## src/core/pmr_defs.svh

```systemverilog
// constants of the power-management event router: offsets, fields, resets, times
// assumes 32-bit APB data, one register per aligned word, byte address = index * 4
`ifndef PMR_DEFS_SVH
`define PMR_DEFS_SVH

// register indices; byte address is the index shifted left by two
`define PMR_IDX_DEV_STS      10'h0f3
`define PMR_IDX_AUX_STS      10'h0f4
`define PMR_IDX_DEV_EN       10'h0f6
`define PMR_IDX_AUX_EN       10'h0f7
`define PMR_IDX_OUT_CTL      10'h0f9
`define PMR_IDX_TEST_LO      10'h0fe
`define PMR_IDX_TEST_HI      10'h0ff
`define PMR_IDX_EVT_STS      10'h0e8
`define PMR_IDX_EVT_MASK     10'h0e9

// implemented bits per register; all other bits read zero
`define PMR_DEV_MASK         8'h7f
`define PMR_AUX_MASK         8'h17
`define PMR_CTL_MASK         8'h07
`define PMR_EVT_MASK         8'h03
`define PMR_REG_RESET        8'h00

// device status and enable bit positions
`define PMR_DEV_SERIAL_C     6
`define PMR_DEV_POINTER      5
`define PMR_DEV_KEYBOARD     4
`define PMR_DEV_PRINTER      3
`define PMR_DEV_FLOPPY       2
`define PMR_DEV_SERIAL_A     1
`define PMR_DEV_SERIAL_B     0

// auxiliary status and enable bit positions
`define PMR_AUX_WATCHDOG     4
`define PMR_AUX_PIN_GROUP    2
`define PMR_AUX_PIN11        1
`define PMR_AUX_PIN10        0

// output control fields
`define PMR_CTL_OE_BIT       0
`define PMR_CTL_FAST_BIT     1
`define PMR_CTL_ROUTE_BIT    2

// block event status fields
`define PMR_EVT_REQ_BIT      0
`define PMR_EVT_TICK_BIT     1

// idle-expiry times
`define PMR_CLK_HZ           100000000
`define PMR_SLOW_EXPIRY_S    1
`define PMR_FAST_EXPIRY_MS   8
`define PMR_SLOW_EXPIRY_CYC  (`PMR_SLOW_EXPIRY_S * `PMR_CLK_HZ)
`define PMR_FAST_EXPIRY_CYC  (`PMR_FAST_EXPIRY_MS * (`PMR_CLK_HZ / 1000))
`define PMR_CNT_W            27

`endif

```

## src/core/pmr_pkg.sv

```systemverilog
// types of the power-management event router
// assumes pmr_defs.svh is on the include path
`include "pmr_defs.svh"

package pmr_pkg;

  typedef logic [`PMR_CNT_W-1:0] pmr_cnt_t;

  typedef struct packed {
    logic [7:0]  dev_sts;
    logic [7:0]  aux_sts;
    logic [7:0]  dev_en;
    logic [7:0]  aux_en;
    logic [7:0]  ctl;
    logic [7:0]  evt_sts;
    logic [7:0]  evt_mask;
    logic [31:0] rdata;
    logic        slverr;
    logic        req;
    pmr_cnt_t    cnt;
    logic        tick;
    logic        smi_n;
    logic        sci_n;
    logic        smi_oe;
    logic        sci_oe;
  } pmr_state_s;

endpackage

```

## src/core/pmr_router.sv

```systemverilog
// power-management event router: latches, enables, smi/sci routing, idle expiry
// assumes synchronous source levels, an APB master on i_mclk, open-drain pins outside
//
// Summary of operation
// - each device status bit sets from its source; write one clears, zero keeps
// - device bits: 6 serial c, 5 pointer, 4 keyboard, 3 printer, 2 floppy, 1 a, 0 b
// - aux bits: 4 watchdog, 2 pin group, 1 pin 11, 0 pin 10; write-one clear
// - request is OR over all sources of status AND enable
// - device enable register mirrors device status bit order, bits 6 to 0
// - aux enables at bits 4, 2, 1, 0 match aux status positions
// - output enable zero drives neither pin; one asserts selected pin on request
// - route select zero sends to smi, one to sci, only when output enabled
// - fast select picks 8 ms idle expiry, else 1 second
// - reserved bits of status, enable and control registers read zero
// - all registers reset to zero; factory test indices read zero
//
// The APB slave port was decided locally.
`include "pmr_defs.svh"
`timescale 1ns/10ps
`default_nettype none

module pmr_router #(
  parameter int unsigned P_SLOW_CYC = `PMR_SLOW_EXPIRY_CYC,
  parameter int unsigned P_FAST_CYC = `PMR_FAST_EXPIRY_CYC
) (
  // clock and reset
  input  wire logic        i_mclk,
  input  wire logic        i_rst,
  // apb slave
  input  wire logic        i_psel,
  input  wire logic        i_penable,
  input  wire logic        i_pwrite,
  input  wire logic [11:0] i_paddr,
  input  wire logic [31:0] i_pwdata,
  input  wire logic [3:0]  i_pstrb,
  output logic             o_pready,
  output logic [31:0]      o_prdata,
  output logic             o_pslverr,
  // device interrupt sources
  input  wire logic        i_serial_c_irq,
  input  wire logic        i_pointer_irq,
  input  wire logic        i_keyboard_ctl_irq,
  input  wire logic        i_printer_irq,
  input  wire logic        i_floppy_irq,
  input  wire logic        i_serial_a_irq,
  input  wire logic        i_serial_b_irq,
  // auxiliary interrupt sources
  input  wire logic        i_watchdog_irq,
  input  wire logic        i_pin_group_20_25_irq,
  input  wire logic        i_pin11_steer_irq,
  input  wire logic        i_pin10_steer_irq,
  // power-management pins, open drain
  output logic             o_smi_n,
  output logic             o_smi_oe,
  output logic             o_sci_n,
  output logic             o_sci_oe,
  // idle expiry
  output logic             o_fast_expiry_select,
  output logic             o_expiry_tick,
  // block interrupt
  output logic             o_irq
);
  import pmr_pkg::*;

  pmr_state_s s_q;
  pmr_state_s s_d;

  logic [7:0] dev_src;
  logic [7:0] aux_src;
  logic [9:0] idx;
  logic       aligned;
  logic       setup;
  logic       access;
  logic       wr_acc;
  logic       rd_acc;
  logic       hit;
  logic [7:0] rd_val;
  logic [7:0] wbyte;
  logic       req_comb;
  pmr_cnt_t   limit;
  logic       wrap;

  // source bit placement
  always_comb begin
    dev_src = 8'h00;
    aux_src = 8'h00;
    dev_src[`PMR_DEV_SERIAL_C] = i_serial_c_irq;
    dev_src[`PMR_DEV_POINTER]  = i_pointer_irq;
    dev_src[`PMR_DEV_KEYBOARD] = i_keyboard_ctl_irq;
    dev_src[`PMR_DEV_PRINTER]  = i_printer_irq;
    dev_src[`PMR_DEV_FLOPPY]   = i_floppy_irq;
    dev_src[`PMR_DEV_SERIAL_A] = i_serial_a_irq;
    dev_src[`PMR_DEV_SERIAL_B] = i_serial_b_irq;
    aux_src[`PMR_AUX_WATCHDOG]  = i_watchdog_irq;
    aux_src[`PMR_AUX_PIN_GROUP] = i_pin_group_20_25_irq;
    aux_src[`PMR_AUX_PIN11]     = i_pin11_steer_irq;
    aux_src[`PMR_AUX_PIN10]     = i_pin10_steer_irq;
  end

  // apb phases
  assign idx     = i_paddr[11:2];
  assign aligned = (i_paddr[1:0] == 2'b00);
  assign setup   = i_psel & ~i_penable;
  assign access  = i_psel & i_penable;
  assign wr_acc  = access & i_pwrite & i_pstrb[0] & hit;
  assign rd_acc  = access & ~i_pwrite & hit;
  assign wbyte   = i_pwdata[7:0];
  assign o_pready = access;

  // address decode and read value
  always_comb begin
    hit    = 1'b1;
    rd_val = 8'h00;
    if (!aligned) begin
      hit = 1'b0;
    end else if (idx == `PMR_IDX_DEV_STS) begin
      rd_val = s_q.dev_sts & `PMR_DEV_MASK;
    end else if (idx == `PMR_IDX_AUX_STS) begin
      rd_val = s_q.aux_sts & `PMR_AUX_MASK;
    end else if (idx == `PMR_IDX_DEV_EN) begin
      rd_val = s_q.dev_en & `PMR_DEV_MASK;
    end else if (idx == `PMR_IDX_AUX_EN) begin
      rd_val = s_q.aux_en & `PMR_AUX_MASK;
    end else if (idx == `PMR_IDX_OUT_CTL) begin
      rd_val = s_q.ctl & `PMR_CTL_MASK;
    end else if (idx == `PMR_IDX_TEST_LO || idx == `PMR_IDX_TEST_HI) begin
      rd_val = `PMR_REG_RESET;
    end else if (idx == `PMR_IDX_EVT_STS) begin
      rd_val = s_q.evt_sts & `PMR_EVT_MASK;
    end else if (idx == `PMR_IDX_EVT_MASK) begin
      rd_val = s_q.evt_mask & `PMR_EVT_MASK;
    end else begin
      hit = 1'b0;
    end
  end

  // combined request; pin 11 term kept through the aux mask
  assign req_comb = |(s_q.dev_sts & s_q.dev_en)
                  | |(s_q.aux_sts & s_q.aux_en & `PMR_AUX_MASK);

  // expiry period follows the fast select
  assign limit = s_q.ctl[`PMR_CTL_FAST_BIT] ? pmr_cnt_t'(P_FAST_CYC - 1)
                                            : pmr_cnt_t'(P_SLOW_CYC - 1);
  assign wrap  = (s_q.cnt >= limit);

  always_comb begin
    s_d = s_q;
    // status latches: a source event wins over a clear in the same cycle
    s_d.dev_sts = (s_q.dev_sts & ~((wr_acc && idx == `PMR_IDX_DEV_STS) ? wbyte : 8'h00)
                  | dev_src) & `PMR_DEV_MASK;
    s_d.aux_sts = (s_q.aux_sts & ~((wr_acc && idx == `PMR_IDX_AUX_STS) ? wbyte : 8'h00)
                  | aux_src) & `PMR_AUX_MASK;
    if (wr_acc && idx == `PMR_IDX_DEV_EN) begin
      s_d.dev_en = wbyte & `PMR_DEV_MASK;
    end
    if (wr_acc && idx == `PMR_IDX_AUX_EN) begin
      s_d.aux_en = wbyte & `PMR_AUX_MASK;
    end
    if (wr_acc && idx == `PMR_IDX_OUT_CTL) begin
      s_d.ctl = wbyte & `PMR_CTL_MASK;
    end
    if (wr_acc && idx == `PMR_IDX_EVT_MASK) begin
      s_d.evt_mask = wbyte & `PMR_EVT_MASK;
    end
    // block events: read clears, a new event in the same cycle survives
    if (rd_acc && idx == `PMR_IDX_EVT_STS) begin
      s_d.evt_sts = 8'h00;
    end
    if (req_comb && !s_q.req) begin
      s_d.evt_sts[`PMR_EVT_REQ_BIT] = 1'b1;
    end
    if (s_q.tick) begin
      s_d.evt_sts[`PMR_EVT_TICK_BIT] = 1'b1;
    end
    // read data captured in the setup cycle
    if (setup) begin
      s_d.rdata  = {24'h000000, rd_val};
      s_d.slverr = ~hit;
    end
    // idle expiry divider
    s_d.cnt  = wrap ? '0 : s_q.cnt + pmr_cnt_t'(1);
    s_d.tick = wrap;
    // pin routing
    s_d.req    = req_comb;
    s_d.smi_oe = s_q.ctl[`PMR_CTL_OE_BIT] & ~s_q.ctl[`PMR_CTL_ROUTE_BIT];
    s_d.sci_oe = s_q.ctl[`PMR_CTL_OE_BIT] &  s_q.ctl[`PMR_CTL_ROUTE_BIT];
    s_d.smi_n  = ~(s_d.smi_oe & req_comb);
    s_d.sci_n  = ~(s_d.sci_oe & req_comb);
  end

  always_ff @(posedge i_mclk or posedge i_rst) begin
    if (i_rst) begin
      s_q <= '{smi_n: 1'b1, sci_n: 1'b1, default: '0};
    end else begin
      s_q <= s_d;
    end
  end

  assign o_prdata             = s_q.rdata;
  assign o_pslverr            = access & s_q.slverr;
  assign o_smi_n              = s_q.smi_n;
  assign o_smi_oe             = s_q.smi_oe;
  assign o_sci_n              = s_q.sci_n;
  assign o_sci_oe             = s_q.sci_oe;
  assign o_fast_expiry_select = s_q.ctl[`PMR_CTL_FAST_BIT];
  assign o_expiry_tick        = s_q.tick;
  assign o_irq                = |(s_q.evt_sts & s_q.evt_mask);

  logic [`PMR_CNT_W-1:0] gap_q;
  logic                  gap_ok_q;
  always_ff @(posedge i_mclk or posedge i_rst) begin
    if (i_rst) begin
      gap_q    <= '0;
      gap_ok_q <= 1'b0;
    end else if (s_q.tick) begin
      gap_q    <= '0;
      gap_ok_q <= 1'b1;
    end else begin
      gap_q    <= gap_q + pmr_cnt_t'(1);
      if (s_q.ctl[`PMR_CTL_FAST_BIT] != s_d.ctl[`PMR_CTL_FAST_BIT]) begin
        gap_ok_q <= 1'b0;
      end
    end
  end
endmodule

`default_nettype wire

```

## config.mk

```make
export PLATFORM = sky130hd
export DESIGN_NAME = pmr_router
export DESIGN_NICKNAME = d
export VERILOG_FILES = /design/src/core/pmr_pkg.sv /design/src/core/pmr_router.sv
export VERILOG_INCLUDE_DIRS = /design/src /design/src/core
export SDC_FILE = /design/constraint.sdc
export NUM_CORES = 1
export LEC_CHECK = 0
export BUFFER_PORTS_ARGS = -buffer_cell sky130_fd_sc_hd__buf_4
export CAP_MARGIN = 40
export CELL_PAD_IN_SITES_DETAIL_PLACEMENT = 1
export CELL_PAD_IN_SITES_GLOBAL_PLACEMENT = 2
export CORE_AREA = 2 2 118 120
export DETAILED_ROUTE_END_ITERATION = 10
export DIE_AREA = 0 0 120 122
export PLACE_DENSITY_LB_ADDON = 0.12
export SYNTH_ARGS = -nofsm -noshare
export SYNTH_HDL_FRONTEND = slang
export SYNTH_SLANG_ARGS = --single-unit
```

## constraint.sdc

```tcl
create_clock -name i_mclk -period 5.58 [get_ports i_mclk]
set_input_delay 1.674 -clock i_mclk [delete_from_list [all_inputs] [get_ports i_mclk]]
set_output_delay 1.674 -clock i_mclk [all_outputs]
set_load 0.03 [all_outputs]
```

After elaboration in Yosys (flattened, before gate mapping)
Cells that the tools add are included.
{ "totals": {"register_bits": 71, "inputBits": 64, "output_inout_bits": 41, "wordCells": 97} }
{ "classes": {"addsub": 1, "magnitude_cmp": 1, "n_eq_ne": 9, "n_mux": 25, "bitwise_logic": 28, "n_reduce_logical": 16} }
{ "op_table": {"columns": ["cell", "count"], "rows": [
  ["$eq A10 B8 Y1 const B", 9],
  ["$mux W27", 2],
  ["$add A27 B1 Y27 const B", 1],
  ["$ge A27 B27 Y1", 1],
  ["$mux W7", 3],
  ["$mux W8", 2],
  ["$reduce_or A8 Y1", 2],
  ["$and A7 B7 Y7", 2],
  ["$and A1 B1 Y1", 12],
  ["$mux W1", 11],
  ["$and A5 B5 Y5", 2],
  ["$mux W5", 2],
  ["$logic_and A1 B1 Y1", 8],
  ["$mux W2", 4],
  ["$not A7 Y7", 1],
  ["$or A7 B7 Y7", 1],
  ["$not A1 Y1", 6],
  ["$not A5 Y5", 1],
  ["$or A5 B5 Y5", 1],
  ["$reduce_bool A2 Y1", 2],
  ["$reduce_or A4 Y1", 1],
  ["$mux W3", 1],
  ["$and A2 B2 Y2", 1],
  ["$logic_not A2 Y1", 1],
  ["other kinds (3)", 3]
]} }

Longest topological paths before layout
Gate-level depths: netlist of run 1.
{ "logic_depth": {"word_depth": 16, "depth_mapped": 8, "depth_no_buf": 7} }

Least setup slack after synthesis of run 1
No wires, ideal clock.
{ "synth_timing": {"kind": "input-to-output", "from": "input port i_penable", "to": "output port o_pslverr", "t_arrival_ps": 1986, "required_ps": 3906, "path_slack_ps": 1920, "stages": 1, "n_path_buf": 0, "path_cell_list": "and3_1"} }
{ "synth_between": {"elab_chain_len": 2} }
{ "synth_lines": {"columns": ["element", "line", "rtl"], "rows": [
  ["start, declared", "pmr_router.sv:31", "input wire logic i_penable,"],
  ["$and A1 B1 Y1", "pmr_router.sv:104", "assign access = i_psel & i_penable;"],
  ["$and A1 B1 Y1", "pmr_router.sv:200", "assign o_pslverr = access & s_q.slverr;"],
  ["end, declared", "pmr_router.sv:38", "output logic o_pslverr,"]
]} }
Every way passes these cells.

Worst setup path in the final report of run 1
{ "layout_timing": {"from": "input port i_penable", "to": "output port o_pready"} }
{ "layout_between": {"elab_chain_len": 1} }
{ "layout_lines": {"columns": ["element", "line", "rtl"], "rows": [
  ["$and A1 B1 Y1", "pmr_router.sv:104", null],
  ["end, declared", "pmr_router.sv:36", "output logic o_pready,"]
]} }
Every way passes these cells.

==> run summary, run 1 <==
Status - finished, final reports clean
Hold Path End - s_q[75]
WHS Path Cells - 1
All-Layer GR Usage - 14.9%
Synth top area cells - dfrtp_1 (43%), buf_4 (6.5%), mux2_2 (5.1%)
Detailed-route via count - 3033
Pre-CTS WS - 1770 ps
Cells after Synth - 393
DIE AREA - 14600 µm²
Rel. slew slack - 51.7%
P&R area growth vs syn - 18.9%
CP Class - in -> out
Avg Synthesized Cell Area - 10.0 µm²
Synth top cells by count - dfrtp_1 (68), nor2_1 (40), nand2_1 (38)
# Post-CTS Setup Buffers - 0
Row count - 43
Synth warn - 0
DP Wirelength - 7570 µm
Core area - 13500 µm²
I/O pin cnt - 105
First-pass GRT wire length - 16500 µm
# clock sinks - 70
Share of async-settable or async-resettable flops after synthesis - 100%
Ys flop type - dfrtp_1
Die H - 122 µm
Drt drc - 0
HP Start - o_expiry_tick
Yosys top cell area share - 43.1%
GP Congestion - 0.782
Initial antenna violation count - 0
Reg2reg end - s_q[9]
Seq/Total Area, Yosys - 44.5%
PortBufs - 51
RR Startpoint - o_fast_expiry_select
Pwr dens - 248 nW/µm²
CP Capture Type - output port
Number of global-route vias before repair - 3165
Worst Tran Pin Value - 719 ps
Latest clock arrival within the worst-skew pair - 350 ps
Post-Layout Cell Count - 628
CTS Buf Count - 9
Worst hold slack - 471 ps
Fin. max-slew vios - 0
H-Tree Depth - 3
Minimum clock period - 3810 ps
Routed wl met2 - 5060 µm
Clock tree from TritonCTS - done
Setup-failing EPs final - 0
Hold_buf cts - 0
Crit path launch type - input port
TritonRoute pass-1 iters - 4
Initial Utilization - 29.2%
Top-count cell post-synth - dfrtp_1
Remaining antenna violation count - 0
Die width - 120 µm
Avg WL per Cell - 16.2 µm
Crit share post-route - 68.4%
#FFs+latches synth - 70
Metal3 WL - 403 µm
Final core utilization - 34.7%
Count of cell types in the netlist - 57
RSZ-0062 raised after global routing - false
WP data arrival - 2140 ps
GR Overflow Total - 0
Routed Wire Length - 10100 µm
R2R cell count - 8
Worst Hold Class - reg -> reg
Fin Setup TNS - 0 ps
Netlist Area Pre-Place - 3940 µm²
Worst Path Max Fanout - 4
Critical Path RT - 3910 ps
Final #Nets - 520
Fmax achieved - 262 MHz
Clock transition at the registers of the reported paths - 50 ps
Via density - 4.83
Clock skew - 5.32 ps
Cell Count Post-Placement - 612
EDFF count, synth - 0
Resized cells post-CTS - 0
Fin. Hold Viols - 0
Setup WS post-layout - 1770 ps
Fill cells - 1530
Max clock buf depth - 2
Max layer used - met4
Reg2Reg Setup Slack - 2970 ps
Peak VDD IR - 98.4 µV
MaxCap Viol Count - 0
Iter 0 DRT Violations - 105
# diodes - 0
Static Leak - 2.17 nW
Clock root cell - clkbuf_16
Layout cell share with drive strength beyond 1 - 23.0%
Largest net degree at the start of global routing - 55
Metal-1 WL - 4470 µm
Dominant cell type by area after synthesis - dfrtp_1
-- cells in the final DEF (no fill, tap or decap), types with 3 or more instances in the layout --
master,count
nand2_1,38
a22oi_1,9
a21oi_1,9
inv_1,8
nand2b_1,3
o21ai_0,14
a211oi_1,3
a221oi_1,3
buf_4,53
o221ai_1,3
dfrtp_1,68
nor2b_1,5
nand3_1,13
clkbuf_16,9
nand4b_1,3
nor2_1,40
and3_1,7
nor3_1,4
a21o_1,15
and2_1,4
mux2_2,18
xnor2_1,3
conb_1,25
a211o_1,3
ha_1,13
xor2_1,20
clkinv_2,5
and4_1,4
nand4_1,10
-- cells by family after synthesis --
logic type      synth area share [%]
other cells                   0.0951
compound gates                  11.7
buf+inv                         8.15
mux                             5.14
flops                           44.5
simple gates                    21.2
fa+ha+maj                       4.12
xor+xnor                        5.11
-- worst max-delay path by stage --
| stage | startpoint | cells past startpoint | end |
|---|---|---|---|
| finish | i_penable | 3 | o_pready |
| CTS | i_penable | 3 | o_pready |
| detailed placement | i_penable | 3 | o_pready |
| global placement | i_penable | 3 | o_pready |
| floorplan | i_penable | 1 | o_pslverr |
| global route | i_penable | 3 | o_pready |
-- metal layers --
layer / vias to the layer above / track usage (%)
met5: - / 0
met4: 0 / 6.84
met3: 14 / 3.56
met2: 59 / 25.2
met1: 1511 / 17.8
li1: 1449 / -
-- state kept, by name, summed over array words and instances, names as in the netlist --
| register | flops |
|---|---|
| s_q | 57 |
| o_prdata | 7 |
| o_expiry_tick | 1 |
| o_fast_expiry_select | 1 |
| o_sci_n | 1 |
| o_sci_oe | 1 |
| o_smi_n | 1 |
| o_smi_oe | 1 |
-- stage by stage --
stage | area (µm²) | power (W)
2_1_floorplan | 4030 | 0.000580
3_3_place_gp | 4370 | 0.000601
3_5_place_dp | 4400 | 0.000604
4_1_cts | 4690 | 0.00119
5_1_grt | 4690 | 0.00122
6_report | 4690 | 0.00116
-- critical path, cell delays in order --
cell	delay [ps]
buf_4	120
and2_1	180
buf_4	170
-- final cells by class --
type | count | area (µm²) | area share (%)
Tap cell | 180 | 225 | 4.80
Multi-Input combinational cell | 298 | 1960 | 41.7
Clock inverter | 7 | 63.8 | 1.36
Sequential cell | 70 | 1750 | 37.4
Clock buffer | 9 | 225 | 4.80
Timing Repair Buffer | 55 | 430 | 9.18
Inverter | 9 | 33.8 | 0.720
-- report_power, final --
group | internal, W | total [W] | leakage (nW) | switching [W]
Clock | 0.000343 | 0.000570 | 0.149 | 0.000227
Combinational | 0.0000270 | 0.0000834 | 1.12 | 0.0000564
Sequential | 0.000509 | 0.000511 | 0.894 | 0.00000136
Total | 0.000879 | 0.00116 | 2.17 | 0.000285
(Power assumes the default switching activity.)
==> run 2, diff against run 1 <==
--- a/config.mk
+++ b/config.mk
@@ -10,9 +10,9 @@
 export CAP_MARGIN = 40
 export CELL_PAD_IN_SITES_DETAIL_PLACEMENT = 1
 export CELL_PAD_IN_SITES_GLOBAL_PLACEMENT = 2
-export CORE_AREA = 2 2 118 120
+export CORE_AREA = 2 2 120 122
 export DETAILED_ROUTE_END_ITERATION = 10
-export DIE_AREA = 0 0 120 122
+export DIE_AREA = 0 0 122 124
 export PLACE_DENSITY_LB_ADDON = 0.12
 export SYNTH_ARGS = -nofsm -noshare
 export SYNTH_HDL_FRONTEND = slang
==> constraint.sdc (replaced) <==
create_clock -name i_mclk -period 3.2 [get_ports i_mclk]
set_input_delay 0.96 -clock i_mclk [delete_from_list [all_inputs] [get_ports i_mclk]]
set_output_delay 0.96 -clock i_mclk [all_outputs]
set_load 0.03 [all_outputs]
==> run 2 against run 1 <==
Net effect:
- via count down 0.30%
- global-route usage grew 0.059 points
- clock power is 75% higher
- sequential share of layout area fell by 0.11 points
- first-iteration DRC count fell by 21%
- wire length grew 3.7%
- die area increased by 3.3%
- critical path type unchanged
==> run summary, run 2 (synthesized netlist as in run 1, its figures left out) <==
Minimum clock period - 2370 ps
Fin. max-slew vios - 0 (unchanged)
Largest register FFs - 57 (unchanged)
Core area - 13700 µm² (+1.6%)
CP Capture Type - output port
Cell internal pwr - 0.00155 W (+77%)
Flop pwr share - 43.8% (about the same)
Final #Nets - 522 (+0.38%)
DP Wirelength - 7870 µm (+3.9%)
WP data arrival - 1410 ps (-730 ps)
CP Class - in -> out
Fin Setup TNS - 0 ps (unchanged)
Die H - 124 µm (+1.6%)
Power consumption - 0.00203 W (+75%)
# clock sinks - 70 (unchanged)
H-Tree Depth - 3 (unchanged)
Pwr dens - 432 nW/µm² (+74%)
Reg2Reg Setup Slack - 940 ps (-2030 ps)
Post-Layout Cell Count - 630 (+0.32%)
Crit path launch type - input port
Crit share post-route - 74.2%
Fill cells - 1581 (+3.3%)
Initial Utilization - 28.7% (-0.46 points)
WHS Path Cells - 2 (+1)
Iter 0 DRT Violations - 83 (-21%)
Max clock buf depth - 2 (unchanged)
GR Overflow Total - 0 (unchanged)
HP Start - o_prdata[3]
Static Leak - 2.18 nW (+0.37%)
Final Instance Area - 4700 µm² (+0.29%)
Cell Count Post-Placement - 614 (+0.33%)
Peak VDD IR - 157 µV (+60%)
Most common cell after layout, fill and taps aside - dfrtp_1
Clock root cell - clkbuf_16
Fin. Hold Viols - 0 (unchanged)
Detailed-route via count - 3024 (-0.30%)
Worst Tran Pin Value - 848 ps (+129 ps)
Worst Hold Class - reg -> reg
Routed Wire Length - 10500 µm (+3.7%)
Die width - 122 µm (+1.7%)
Reg2reg end - s_q[10]
Net switching power - 0.000481 W (+69%)
Critical Path RT - 2240 ps (-1670 ps)
First-pass GRT wire length - 16800 µm (+1.8%)
Drt drc - 0 (unchanged)
I/O pin cnt - 105 (unchanged)
Latest clock arrival within the worst-skew pair - 340 ps (about the same)
Row count - 43 (unchanged)
Clock transition at the registers of the reported paths - 60 ps (about the same)
Remaining antenna violation count - 0 (unchanged)
Status - finished, final reports clean
Setup-failing EPs final - 0 (unchanged)
Via density - 4.80 (-0.61%)
Placed inst area - 4410 µm² (+0.23%)
Register area - 1750 µm² (unchanged)
R2R cell count - 8 (unchanged)
CTS Buf Count - 9 (unchanged)
RR Startpoint - o_fast_expiry_select
Worst Path Max Fanout - 4 (unchanged)
TritonRoute pass-1 iters - 4 (unchanged)
DIE AREA - 15100 µm² (+3.3%)
Number of global-route vias before repair - 3157 (-0.25%)
Clock tree from TritonCTS - done
Clock skew - 3.58 ps (-1.74 ps)
Initial antenna violation count - 0 (unchanged)
Area of the multi-input gates - 1960 µm² (unchanged)
RSZ-0062 raised after global routing - false
Avg WL per Cell - 16.7 µm (+3.4%)
Layout cell share with drive strength beyond 1 - 23.1% (+0.12 points)
Rel. slew slack - 43.0% (-8.7 points)
All-Layer GR Usage - 14.9% (+0.059 points)
PortBufs - 51 (unchanged)
Hold Path End - o_prdata[3]
Largest reg by FF count - s_q
# diodes - 0 (unchanged)
Clock power frac - 49.1% (about the same)
Resized cells post-CTS - 0 (unchanged)
MaxCap Viol Count - 0 (unchanged)
Fmax achieved - 421 MHz
Logic pwr share - 7.1% (about the same)
Most frequent cells in the layout - dfrtp_1 (68), buf_4 (56), nor2_1 (40)
Hold_buf cts - 0 (unchanged)
Largest net degree at the start of global routing - 49 (-11%)
GP Congestion - 0.811 (+3.7%)
P&R area growth vs syn - 19.3%
# Post-CTS Setup Buffers - 0 (unchanged)
Net Sw Frac - 23.6% (-0.83 points)
run 2: stage by stage:
step                utilization, %  worst slack [ps]  hold WS, ps
floorplan                        -               475          440
global placement              32.2               533          474
detailed placement            32.2               496          481
CTS                           34.3               820          495
global route                  34.3               701          511
finish                        34.3               826          487
run 2: critical path, stage by stage:
cell    delay [ps]
buf_4          120
and2_1         170
buf_4          170
run 2: final cells by class:
type,count,share of cell area [%]
multi-input combinational,298,41.6
timing repair buffer,57,9.36
tap,180,4.79
sequential,70,37.3
clock buffer,11,5.16
clock inverter,5,1.06
inverter,9,0.718
run 2: worst max path at each step:
stage	from	end	slack, ps	cells after the start
6_report	i_penable	o_pready	830	3
5_1_grt	o_fast_expiry_select	s_q[10]	700	8
4_1_cts	i_penable	o_pready	820	3
3_5_place_dp	i_paddr[10]	s_q[99]	500	5
3_3_place_gp	i_paddr[10]	s_q[103]	530	5
2_1_floorplan	i_rst	o_expiry_tick	480	1
run 2: layer usage:
| layer | global-route usage, % | share of wire [%] |
|---|---|---|
| met5 | 0 | 0 |
| met3 | 2.79 | 3.9 |
| met4 | 6.47 | 1.8 |
| met1 | 17.8 | 43 |
| met2 | 26.3 | 51 |
run 2: power by group through the flow:
stage                     clock network, W  registers [W]  logic, W
after detailed placement                 0       0.000906  0.000147
after CTS                          0.00103       0.000890  0.000148
final                             0.000998       0.000890  0.000145
after global placement                   0       0.000906  0.000146
after floorplan                          0       0.000905  0.000107
after global routing               0.00107       0.000890  0.000159
